$ cat src/emc_pkg.sv
// package for the programmable-memory host controller: command register map, pin group types, timing
package emc_pkg;
  // ********************************
  // sizes
  // ********************************
  localparam int ADDR_W = 17;
  localparam int DATA_W = 8;
  localparam int PULSE_MAX_DEF = 100;
  // ********************************
  // timing
  // ********************************
  localparam int CLK_MHZ = 125;
  localparam int PULSE_US = 100;
  localparam int PULSE_CYC = PULSE_US * CLK_MHZ;
  localparam int ACC_NS = 250;
  localparam int ACC_CYC = (ACC_NS * CLK_MHZ + 999) / 1000;
  localparam int DF_NS = 40;
  localparam int DF_CYC = (DF_NS * CLK_MHZ + 999) / 1000;
  // ********************************
  // controller registers
  // ********************************
  localparam logic [3:0] REG_ADDR = 4'h0;
  localparam logic [3:0] REG_WDATA = 4'h1;
  localparam logic [3:0] REG_CMD = 4'h2;
  localparam logic [3:0] REG_STAT = 4'h3;
  localparam logic [3:0] REG_RDATA = 4'h4;
  localparam logic [3:0] REG_SEL = 4'h5;
  localparam logic [3:0] REG_PCNT = 4'h6;
  localparam logic [2:0] CMD_READ = 3'h1;
  localparam logic [2:0] CMD_PROG = 3'h2;
  localparam logic [2:0] CMD_ID = 3'h3;
  localparam logic [2:0] CMD_DESEL = 3'h4;
  localparam int STAT_BUSY = 0;
  localparam int STAT_FAIL = 1;
  localparam int STAT_DONE = 2;
  localparam int STAT_VPPREQ = 3;
  localparam logic [31:0] ADDR_RST = 32'h0000_0000;
  // ********************************
  // pin group toward the memory
  // ********************************
  typedef struct packed {
    logic device_select_n;
    logic output_drive_n;
    logic program_strobe_n;
    logic vpp_prog_en;
    logic id_high_voltage_en;
    logic [ADDR_W-1:0] addr;
  } emc_pins_s;
  typedef enum logic [2:0] {
    ST_IDLE = 3'b000,
    ST_SETUP = 3'b001,
    ST_PULSE = 3'b010,
    ST_RECOV = 3'b011,
    ST_VERIFY = 3'b100,
    ST_READ = 3'b101,
    ST_FLOAT = 3'b110
  } emc_state_e;
endpackage : emc_pkg

$ cat src/emc_cnt.sv
// down counter used for pulse, access and float timing
`timescale 1ns/1ps
module emc_cnt #(
  parameter int W = 16
) (
  input wire logic i_clk,
  input wire logic i_sys_rst,
  input wire logic i_load,
  input wire logic [W-1:0] i_value,
  output logic o_zero
);
  logic [W-1:0] cnt_r;
  logic [W-1:0] cnt_nxt;
  // reload wins over counting
  assign cnt_nxt = i_load ? i_value : (cnt_r != '0 ? cnt_r - W'(1) : cnt_r);
  assign o_zero = (cnt_r == '0);
  // ********************************
  // counter register
  // ********************************
  always_ff @(posedge i_clk) begin
    if (i_sys_rst) begin
      cnt_r <= '0;
    end else begin
      cnt_r <= cnt_nxt;
    end
  end
endmodule : emc_cnt

$ cat src/emc_host.sv
// host controller driving an erasable programmable memory through its pins
// How it works
// program: select low pulse with strobe low, drive high, programming supply on
// only the chosen device is pulsed; others keep select high
// verify: select and drive low, strobe high, supply kept in window
// every programmed byte is read back and compared
// identifier mode: high voltage on trigger line while select and drive low
// byte select line low gives maker code, high gives part code
// all other address lines held low during identifier reads
// identifier bytes carry odd parity in top bit; host checks it
// data sampled only while select and drive are both low
// drive enable gates data separately from selection
// idle select held high (rail level) for deepest standby
// deselected device sits in logic standby
// no data expected from a device in standby
// drive line is a common read strobe; select decoded per device
// host drives data only while device drive line is high
// seventeen address lines, eight bidirectional data lines
// erased bits read one; programming only clears bits
// fixed pulses, verify after each, retry to maximum count
`timescale 1ns/1ps
module emc_host #(
  parameter int PULSE_CYC = emc_pkg::PULSE_CYC,
  parameter int PULSE_MAX = emc_pkg::PULSE_MAX_DEF,
  parameter int NDEV = 4
) (
  input wire logic i_clk,
  input wire logic i_sys_rst,
  input wire logic [3:0] i_addr,
  input wire logic [31:0] i_wdata,
  input wire logic i_wr,
  input wire logic i_rd,
  output logic [31:0] o_rdata,
  output logic [NDEV-1:0] o_device_select_n,
  output logic o_output_drive_n,
  output logic o_program_strobe_n,
  output logic o_vpp_prog_en,
  output logic o_id_high_voltage_en,
  output logic [emc_pkg::ADDR_W-1:0] o_addr,
  input wire logic [emc_pkg::DATA_W-1:0] i_data_lines,
  output logic [emc_pkg::DATA_W-1:0] o_data_lines,
  output logic o_data_lines_oe
);
  // counter must hold the longest load: the pulse or the access wait, whichever is larger
  localparam int CW = $clog2(((PULSE_CYC > emc_pkg::ACC_CYC) ? PULSE_CYC : emc_pkg::ACC_CYC) + 1) + 1;
  emc_pkg::emc_state_e st_r, st_nxt;
  emc_pkg::emc_pins_s pins_r, pins_nxt;
  logic [NDEV-1:0] sel_n_r;
  logic [emc_pkg::ADDR_W-1:0] addr_reg_r;
  logic [emc_pkg::DATA_W-1:0] wdata_r, rdata_r, din_s1_r, din_s2_r;
  logic [1:0] dev_r;
  logic [7:0] pcnt_r;
  logic busy_r, fail_r, done_r, oe_r, isid_r;
  logic [31:0] o_rdata_r;
  logic cnt_load, cnt_zero;
  logic [CW-1:0] cnt_val;
  logic cmd_wr;
  logic cmd_go;
  logic [2:0] cmd;
  logic verify_ok, parity_ok;

  emc_cnt #(.W(CW)) u_cnt (
    .i_clk(i_clk),
    .i_sys_rst(i_sys_rst),
    .i_load(cnt_load),
    .i_value(cnt_val),
    .o_zero(cnt_zero)
  );

  // ********************************
  // command decode
  // ********************************
  assign cmd_wr = i_wr && (i_addr == emc_pkg::REG_CMD) && !busy_r;
  assign cmd = i_wdata[2:0];
  // only codes the sequencer acts on may raise busy; others would hang it
  assign cmd_go = cmd_wr && (cmd == emc_pkg::CMD_READ || cmd == emc_pkg::CMD_PROG || cmd == emc_pkg::CMD_ID);
  // cleared bits may never read back one again; any stored one where zero wanted fails
  assign verify_ok = (din_s2_r == wdata_r);
  assign parity_ok = ^din_s2_r;

  // ********************************
  // sequencer, next state
  // ********************************
  always_comb begin
    st_nxt = st_r;
    pins_nxt = pins_r;
    cnt_load = 1'b0;
    cnt_val = '0;
    case (st_r)
      emc_pkg::ST_IDLE: begin
        pins_nxt.device_select_n = 1'b1;
        pins_nxt.output_drive_n = 1'b1;
        pins_nxt.program_strobe_n = 1'b1;
        if (cmd_wr && cmd == emc_pkg::CMD_PROG) begin
          // strobe low, drive high, supply on, select still high
          pins_nxt.program_strobe_n = 1'b0;
          pins_nxt.vpp_prog_en = 1'b1;
          pins_nxt.addr = addr_reg_r;
          cnt_load = 1'b1;
          cnt_val = CW'(emc_pkg::DF_CYC);
          st_nxt = emc_pkg::ST_SETUP;
        end else if (cmd_wr && (cmd == emc_pkg::CMD_READ || cmd == emc_pkg::CMD_ID)) begin
          pins_nxt.device_select_n = 1'b0;
          pins_nxt.output_drive_n = 1'b0;
          pins_nxt.id_high_voltage_en = (cmd == emc_pkg::CMD_ID);
          // other address lines low in identifier mode
          pins_nxt.addr = (cmd == emc_pkg::CMD_ID) ? {{(emc_pkg::ADDR_W-1){1'b0}}, addr_reg_r[0]} : addr_reg_r;
          cnt_load = 1'b1;
          cnt_val = CW'(emc_pkg::ACC_CYC);
          st_nxt = emc_pkg::ST_READ;
        end else if (cmd_wr && cmd == emc_pkg::CMD_DESEL) begin
          pins_nxt.vpp_prog_en = 1'b0;
        end
      end
      emc_pkg::ST_SETUP: if (cnt_zero) begin
        pins_nxt.device_select_n = 1'b0;
        cnt_load = 1'b1;
        cnt_val = CW'(PULSE_CYC);
        st_nxt = emc_pkg::ST_PULSE;
      end
      emc_pkg::ST_PULSE: if (cnt_zero) begin
        pins_nxt.device_select_n = 1'b1;
        cnt_load = 1'b1;
        cnt_val = CW'(emc_pkg::DF_CYC);
        st_nxt = emc_pkg::ST_RECOV;
      end
      emc_pkg::ST_RECOV: if (cnt_zero) begin
        // verify with supply still in its window
        pins_nxt.program_strobe_n = 1'b1;
        pins_nxt.device_select_n = 1'b0;
        pins_nxt.output_drive_n = 1'b0;
        cnt_load = 1'b1;
        cnt_val = CW'(emc_pkg::ACC_CYC);
        st_nxt = emc_pkg::ST_VERIFY;
      end
      emc_pkg::ST_VERIFY, emc_pkg::ST_READ: if (cnt_zero) begin
        pins_nxt.device_select_n = 1'b1;
        pins_nxt.output_drive_n = 1'b1;
        pins_nxt.id_high_voltage_en = 1'b0;
        cnt_load = 1'b1;
        cnt_val = CW'(emc_pkg::DF_CYC);
        st_nxt = emc_pkg::ST_FLOAT;
        // retry pulse until verify or limit
        if (st_r == emc_pkg::ST_VERIFY && !verify_ok && pcnt_r < 8'(PULSE_MAX)) begin
          pins_nxt.program_strobe_n = 1'b0;
          st_nxt = emc_pkg::ST_SETUP;
        end
      end
      emc_pkg::ST_FLOAT: if (cnt_zero) begin
        st_nxt = emc_pkg::ST_IDLE;
      end
      default: st_nxt = emc_pkg::ST_IDLE;
    endcase
  end

  // ********************************
  // state and pin registers
  // ********************************
  always_ff @(posedge i_clk) begin
    if (i_sys_rst) begin
      st_r <= emc_pkg::ST_IDLE;
      pins_r <= '{1'b1, 1'b1, 1'b1, 1'b0, 1'b0, '0};
    end else begin
      st_r <= st_nxt;
      pins_r <= pins_nxt;
    end
  end

  // ********************************
  // per-device select, only chosen one pulses
  // ********************************
  genvar g;
  generate
    for (g = 0; g < NDEV; g++) begin : g_sel
      always_ff @(posedge i_clk) begin
        if (i_sys_rst) begin
          sel_n_r[g] <= 1'b1;
        end else begin
          sel_n_r[g] <= (dev_r == 2'(g)) ? pins_nxt.device_select_n : 1'b1;
        end
      end
    end
  endgenerate

  // ********************************
  // data pins: pin sync and host drive
  // ********************************
  always_ff @(posedge i_clk) begin
    if (i_sys_rst) begin
      din_s1_r <= '0;
      din_s2_r <= '0;
      oe_r <= 1'b0;
    end else begin
      din_s1_r <= i_data_lines;
      din_s2_r <= din_s1_r;
      // drive only while memory outputs are disabled
      oe_r <= pins_nxt.output_drive_n && !pins_nxt.program_strobe_n;
    end
  end

  // ********************************
  // software registers and status
  // ********************************
  always_ff @(posedge i_clk) begin
    if (i_sys_rst) begin
      addr_reg_r <= emc_pkg::ADDR_RST[emc_pkg::ADDR_W-1:0];
      wdata_r <= '0;
      rdata_r <= '0;
      dev_r <= '0;
      pcnt_r <= '0;
      busy_r <= 1'b0;
      fail_r <= 1'b0;
      done_r <= 1'b0;
      isid_r <= 1'b0;
      o_rdata_r <= '0;
    end else begin
      if (i_wr && i_addr == emc_pkg::REG_ADDR) addr_reg_r <= i_wdata[emc_pkg::ADDR_W-1:0];
      if (i_wr && i_addr == emc_pkg::REG_WDATA) wdata_r <= i_wdata[emc_pkg::DATA_W-1:0];
      if (i_wr && i_addr == emc_pkg::REG_SEL) dev_r <= i_wdata[1:0];
      if (cmd_go) begin
        busy_r <= 1'b1;
        done_r <= 1'b0;
        fail_r <= 1'b0;
        pcnt_r <= '0;
        isid_r <= (cmd == emc_pkg::CMD_ID);
      end
      if (st_r == emc_pkg::ST_PULSE && cnt_zero) pcnt_r <= pcnt_r + 8'h01;
      // sample while select and drive are both low
      if ((st_r == emc_pkg::ST_READ || st_r == emc_pkg::ST_VERIFY) && cnt_zero) begin
        rdata_r <= din_s2_r;
        if (st_r == emc_pkg::ST_READ && isid_r && !parity_ok) fail_r <= 1'b1;
        if (st_r == emc_pkg::ST_VERIFY && !verify_ok && pcnt_r >= 8'(PULSE_MAX)) fail_r <= 1'b1;
      end
      if (st_r == emc_pkg::ST_FLOAT && cnt_zero) begin
        busy_r <= 1'b0;
        done_r <= 1'b1;
      end
      // read data stand one cycle after the strobe, zero otherwise
      if (!i_rd) begin
        o_rdata_r <= 32'h0000_0000;
      end else begin
        case (i_addr)
          emc_pkg::REG_ADDR: o_rdata_r <= 32'(addr_reg_r);
          emc_pkg::REG_WDATA: o_rdata_r <= 32'(wdata_r);
          emc_pkg::REG_STAT: o_rdata_r <= 32'({pins_r.vpp_prog_en, done_r, fail_r, busy_r});
          emc_pkg::REG_RDATA: o_rdata_r <= 32'(rdata_r);
          emc_pkg::REG_SEL: o_rdata_r <= 32'(dev_r);
          emc_pkg::REG_PCNT: o_rdata_r <= 32'(pcnt_r);
          default: o_rdata_r <= 32'h0000_0000;
        endcase
      end
    end
  end

  // ********************************
  // outputs, all from flops
  // ********************************
  assign o_rdata = o_rdata_r;
  assign o_device_select_n = sel_n_r;
  assign o_output_drive_n = pins_r.output_drive_n;
  assign o_program_strobe_n = pins_r.program_strobe_n;
  assign o_vpp_prog_en = pins_r.vpp_prog_en;
  assign o_id_high_voltage_en = pins_r.id_high_voltage_en;
  assign o_addr = pins_r.addr;
  assign o_data_lines = wdata_r;
  assign o_data_lines_oe = oe_r;
endmodule : emc_host

$ cat config.mk
export PLATFORM = sky130hd
export DESIGN_NAME = emc_host
export DESIGN_NICKNAME = d
export VERILOG_FILES = /design/src/emc_pkg.sv /design/src/emc_cnt.sv /design/src/emc_host.sv
export SDC_FILE = /design/constraint.sdc
export NUM_CORES = 1
export LEC_CHECK = 0
export CAP_MARGIN = 10
export CORE_ASPECT_RATIO = 1.75
export CORE_MARGIN = 3
export CORE_UTILIZATION = 63
export CTS_CLUSTER_DIAMETER = 30
export DETAILED_ROUTE_END_ITERATION = 6
export DONT_BUFFER_PORTS = 1
export GPL_TIMING_DRIVEN = 0
export PLACE_DENSITY = 0.79
export SYNTH_ARGS = -nofsm -noshare
export SYNTH_HDL_FRONTEND = slang
export SYNTH_SLANG_ARGS = --single-unit
export TNS_END_PERCENT = 10
$ cat constraint.sdc
create_clock -name i_clk -period 2.8 [get_ports i_clk]
set_input_delay 0.56 -clock i_clk [delete_from_list [all_inputs] [get_ports i_clk]]
set_output_delay 0.56 -clock i_clk [all_outputs]
set_load 0.01 [all_outputs]
==> results list, run 1 <==
- Max cap viols: 0
* Final count of pins violating max slew: 0
* Count of antenna-violating nets left after detailed routing: 0
- The floorplan has 45 rows.
- Post-route setup slack: 430 ps
* Top-area cell type share of the netlist area: 0.443
- Achievable frequency: 422 MHz
* Global-route wire length before repair: 23.7 mm
- After synthesis the cells add up to 0.00565 mm^2.
* Leakage power total: 2.37 nW
- Share of the core filled with cells: 0.741
- Hold buffer count at CTS: 0
- Endpoint type of the worst setup path: flip-flop
* Largest net degree at the start of global routing: 17
- In the routed layout, each cell is associated on average with a via count of roughly 6.0.
* Post-DP HPWL: approximately 11 mm
- Final number of hold-violating endpoints: 0
* VDD IR max: about 0.0007 V
* Input/output buffers: 0
* Measured slew at the worst slew-check pin: 848 ps
- The number of cells on the worst reg-to-reg path is 8.
- Average wire per cell in the routed design: between 15 and 20 um
- All-layer global routing usage: 0.293
- Area contributors post-synth: dfxtp_1 (44%), nand2_1 (7.8%), a21oi_1 (6.8%), buf_4 (4.4%), xnor2_1 (3.7%)
- The H-tree generated during clock tree synthesis spans 4 levels.
- After detailed routing, the total wire length is 14.8 mm.
* Post-synth EDFFs: 0
- Clock skew on the completed layout was measured at 6.01 ps.
- Initial antenna violation count: 0
- Growth of design area from synthesis to finish: 14.4%
- Setup violations remaining at the end of the flow were counted as 0.
- For this run, the leading register cell type out of synthesis is dfxtp_1.
- Synth area leader: dfxtp_1
* Last weighted congestion value of the routability-driven placer: 0.952
* Hold path cells: 1
* Clock tree from TritonCTS: built
- Later-pin clock latency in the skew report: 420 ps
* Critical path arrival: 2690 ps
- Number of standard cells after synthesis: ~670
* Post-CTS sizing: 0
- For this block, the via count after detailed routing is 5012.
- Die Height: 131 um
- Worst hold start: i_data_lines[0]
- After global routing the overflow that remains totals 0.
* Critical path class: flip-flop to flip-flop
* Commonest cells in the netlist: dfxtp_1 (125), nand2_1 (117), a21oi_1 (77)
* Capture point of the worst reg-to-reg path: fail_r
- In the final layout, the share of cells above drive strength 1 is 0.137.
* Number of library cell types mapped by synthesis: 64
- Before CTS, the worst setup slack after placement is about 320 ps.
- Register bit count reported by yosys: 125
- Critical path startpoint category: flip-flop
- At the end of the flow, the number of nets in the layout was approximately 760.
- Clock tree synthesis found a total of approximately 130 sinks.
- Start of the worst register-to-register path: u_cnt.cnt_r[0]
- Synthesized area per cell: 8.42 um^2
- Counting along the longest clock path gives a buffer depth of 2.
- The floorplan step defined a die boundary enclosing 0.0102 mm^2.
- The run finished with clean final reports.
- After the first detailed-routing iteration, the DRC count stood at around 470.
- Of all nets on the critical path, the largest fanout is 10.
- Inserted Clock Buffers: 17
- Of the available clock period, the critical path in the final layout requires 0.846.
- On the final layout, the worst hold slack is 264 ps.
- Hold Path End: din_s1_r[0]
- The number of global-route vias before repair came to 4955.
- Slew margin rel.: 0.433
* Standard cell core area: approximately 0.0087 mm^2
* Horizontal die dimension: 77.6 um
- Number of inserted filler cells in the final layout: 656
- Pwr Density: 810 mW/mm^2
- At the worst endpoint, the required time is 3120 ps.
* Initial standard-cell utilization of the core: 0.647
- Clock slew at reported path FFs: 60 ps
- Diode insertion count for antenna repair: 0
- Clk root buf: clkbuf_16
* Share of synthesized area occupied by flip-flops and latches: 0.443
- For this run, design rule violations remaining after detail routing come to 0.
* Buffers inserted by post-CTS timing repair: 0
* Proportion of register bits with asynchronous set or reset after synthesis: 0
- The worst path in the final design needs a cycle of 2370 ps, including I/O delays and setup.
- For the final routed database, the setup TNS stands at 0 ps.
- First-pass DRT Iterations: 7
* Unrepaired setup endpoints after global routing: false
- The tightest min-delay check is of the input pin to flip-flop type.
- In the post-synthesis netlist, the cell with the most instances is dfxtp_1.
* Register-to-register setup slack: 430 ps
- Ys Warns: 0
- For this design the top-level I/O count stands at approximately 110.
through the flow:
step	instance area (um^2)	power [mW]	std cells
after floorplan	5700	2.78	685
after global placement	5850	2.94	802
after detailed placement	5850	2.98	802
after CTS	6460	5.22	834
after global routing	6460	5.44	834
final	6460	5.23	834
per-layer routing:
layer / share of wire / wire length (um) / track usage
met5: 0 / 0 / 0
met4: 0.070 / 1030 / 0.189
met3: 0.072 / 1060 / 0.0905
met2: 0.51 / 7550 / 0.517
met1: 0.35 / 5140 / 0.288
cells by family (layout without fill, tap and decap cells):
| logic type | Yosys count | after routing | synth area share |
|---|---|---|---|
| mux | 11 | 11 | 0.0233 |
| compound gates | 132 | 132 | 0.142 |
| xor+xnor | 28 | 28 | 0.0434 |
| buf+inv | 80 | 112 | 0.0773 |
| simple gates | 289 | 289 | 0.260 |
| flops | 125 | 125 | 0.443 |
| other cells | 1 | 15 | 0.000664 |
| fa+ha+maj | 5 | 5 | 0.0111 |
state kept, by name (all words and copies together) (netlist names), 2 cells and up:
name               cells
rdata_r                8
addr_reg_r            17
o_addr                17
din_s2_r               8
o_rdata               17
dev_r                  2
pcnt_r                 8
u_cnt.cnt_r           15
st_r                   3
o_device_select_n      4
o_data_lines           8
din_s1_r               8
cell type report:
| type | count | area (um^2) | area share |
|---|---|---|---|
| Multi-Input combinational cell | 480 | 2760 | 0.428 |
| Clock inverter | 14 | 184 | 0.0285 |
| Sequential cell | 125 | 2500 | 0.387 |
| Tap cell | 117 | 146 | 0.0227 |
| Inverter | 12 | 45.0 | 0.00697 |
| Clock buffer | 18 | 429 | 0.0664 |
| Buffer | 68 | 392 | 0.0606 |
worst max path at each step:
stage	from	to
finish	u_cnt.cnt_r[0]	fail_r
global route	u_cnt.cnt_r[0]	fail_r
CTS	u_cnt.cnt_r[0]	fail_r
detailed placement	i_addr[0]	addr_reg_r[9]
global placement	i_addr[0]	addr_reg_r[8]
floorplan	i_wdata[0]	u_cnt.cnt_r[1]
power breakdown:
part,switching (mW),total [mW],internal [mW]
sequential,0.126,2.01,1.88
clock,0.854,2.27,1.42
combinational,0.552,0.955,0.403
layout by cell type (no fill, tap or decap), types with 14 or more instances in the layout:
cell type,instances
conb_1,15
a21oi_1,77
nor2b_1,24
clkbuf_16,17
nor3_1,14
nand2_1,117
nor2_1,26
dfxtp_1,125
nand3_1,40
xnor2_1,24
clkbuf_1,25
buf_4,33
worst max-delay path, stage by stage (launching register included):
cell	delay (ps)
dfxtp_1	350
inv_1	70
ha_1	200
nor4b_2	310
nand4_1	290
buf_2	300
nor2_2	360
nand2_1	100
a221oi_1	300
(Power assumes the default switching activity.)
==> run 2, diff against run 1 <==
- clock period: 2.8 -> 2.3 ns (I/O delays scaled with it)
==> results list, run 2 (synthesized netlist as in run 1, its figures left out) <==
* Worst clock skew: 5.59 ps
- Input/output buffers: 0
* Diode insertion count for antenna repair: 0
- The smallest clock period supported by the final layout is computed as 2240 ps.
* Measured slew at the worst slew-check pin: around 840 ps
* Via count: roughly 5000
- Clock Power Share: 0.428
- Achievable frequency: roughly 450 MHz
- Later-pin clock latency in the skew report: 420 ps
- All-layer global routing usage: 0.293
- Iter 0 DRT Violations: 555
- In this run the worst path has a maximum fanout of 10.
- The critical path contains buffers and inverters numbering 2 combined.
- Post-DP HPWL: around 11 mm
* Number of cells in the finished layout apart from fillers: 836
- First-pass DRT Iterations: 7
* Inserted Clock Buffers: 17
- Sw Share: 0.294
* Clock H-tree levels: 4
- Summed over all layers, the global routing overflow is 0.
- The initial antenna violation count came to 0.
- Clock sink count: 125
- CP peak stage delay: 450 ps
* Die Outline Area: 0.0102 mm^2
- Including well taps, the total number of placed cells is ~800.
* Start of the worst register-to-register path: u_cnt.cnt_r[0]
- In the layout the commonest cells are dfxtp_1 (125), nand2_1 (116), a21oi_1 (77), nand3_1 (40), buf_4 (35).
- In this run the count of I/O pins placed on the die edge is about 110.
- Clock Tree Buf Depth: 2
* VDD IR max: approximately 0.00088 V
* Count of antenna-violating nets left after detailed routing: 0
* Fraction of final layout cells with drive strength greater than 1: 0.142
- Total wirelength of the detailed-routed design: roughly 15 mm
- Reported net switching power: 1.89 mW
- Global-route wire length before repair: 23.7 mm
* Aggregate negative setup slack: 0 ps
* Initial standard-cell utilization of the core: 0.647
- Entering global routing, the biggest net connects 17 pins.
- Number of inserted filler cells in the final layout: 646
- Final routed DRC violation total: 0
- Cell family with most CP delay: compound AO/OA/AOI/OAI gates
- Dividing the final minimum period by the clock period gives 0.976.
- Setup repair after global routing could not meet its margin everywhere.
* Post-route setup slack: 55.9 ps
- Relative contribution of sequential cells to total power: 0.381
* Worst hold start: i_data_lines[3]
* Clock tree from TritonCTS: built
- The number of global-route vias before repair is 4955.
- Dividing total power by cell area gives a power density of 988 mW/mm^2.
- Worst setup slack before clock tree synthesis: -80.8 ps
- The critical path goes through inv_1 -> ha_1 -> nor4b_4 -> nand4_1 -> buf_2 -> o311a_1 -> a22o_1.
- Endpoints failing setup: 0
- In this run the horizontal extent of the chip is 77.6 um.
* Critical path class: flip-flop to flip-flop
- STA classifies the critical path startpoint as a flip-flop.
* Worst setup path startpoint: u_cnt.cnt_r[0]
- Cell internal power was estimated by the tool at 4.54 mW.
- Class of the tightest hold or removal check: input pin to flip-flop
* Endpoint type of the worst setup path: flip-flop
- Leading cell type in the layout, fill and taps excluded: dfxtp_1
- Leakage power total: 2.39 nW
- In this run the clock root is driven by a clkbuf_16.
- Measured against its own limit, the worst slew margin works out to 0.440.
- The count of endpoints failing hold in the final timing report came to 0.
- The floorplan step set the die height to approximately 130 um.
- Final count of pins violating max slew: 0
- Clock-pin slew was measured on the worst setup and hold paths at 60 ps.
- Worst-path cell with the longest stage delay: o311a_1
* Max cap viols: 0
* Average wire per cell in the routed design: ~18 um
- After layout, the design draws a total of 6.43 mW.
- Last weighted congestion value of the routability-driven placer: 0.952
- Hold is met by 170 ps.
- Data on the critical path is required at its endpoint by 2610 ps.
* Hold buffer count at CTS: 0
* Final layout net count: 759
- Critical path arrival: 2550 ps
- Drt via density: a little under 6
- Standard cell core area: between 0.008 and 0.009 mm^2
* Result of the run: completed
- Core Rows: 45
- The share of total power dissipated in combinational logic is 0.191.
- Relative to the synthesized area, the layout overhead comes to 15.2%.
==> run 2: power groups by stage <==
| stage | registers [mW] | clock network [mW] | logic, mW |
|---|---|---|---|
| final | 2.45 | 2.75 | 1.23 |
| after global routing | 2.47 | 2.87 | 1.35 |
| after CTS | 2.44 | 2.76 | 1.15 |
| after detailed placement | 2.49 | 0 | 1.14 |
| after global placement | 2.48 | 0 | 1.10 |
| after floorplan | 2.45 | 0 | 0.933 |
==> run 2: through the flow <==
stage               utilization  instance area (um^2)
finish                    0.746                  6510
global route              0.746                  6510
CTS                       0.741                  6470
detailed placement        0.670                  5850
global placement          0.670                  5850
floorplan                     -                  5700
==> run 2: cell type report <==
cell class	count	area (um^2)	share of cell area
timing repair buffer	2	15.0	0.00231
tap	117	146	0.0225
clock inverter	14	184	0.0283
clock buffer	18	429	0.0659
sequential	125	2500	0.384
multi-input combinational	480	2800	0.429
buffer	68	393	0.0603
inverter	12	45.0	0.00692
==> run 2: metal layers <==
metal / vias to the layer above / track usage / routed length [um]
met5: - / 0 / 0
met4: 0 / 0.189 / 998
met3: 75 / 0.0905 / 1130
met2: 263 / 0.517 / 7590
met1: 2287 / 0.288 / 5130
li1: 2342 / - / -
==> run 2: path summary, 6_finish.rpt <==
path	depth (start not counted)	to	slack [ps]
min reg2reg	1	din_s2_r[3]	440
min	1	din_s1_r[3]	170
max	7	pcnt_r[3]	60
max reg2reg	7	pcnt_r[3]	60
==> run 2: timing repair <==
action / 4_1_cts / 5_1_grt
pin swaps: 0 / 2
resized for setup: 1 / 6
setup endpoints to repair: 1 / 24
buffers inserted: 0 / 2
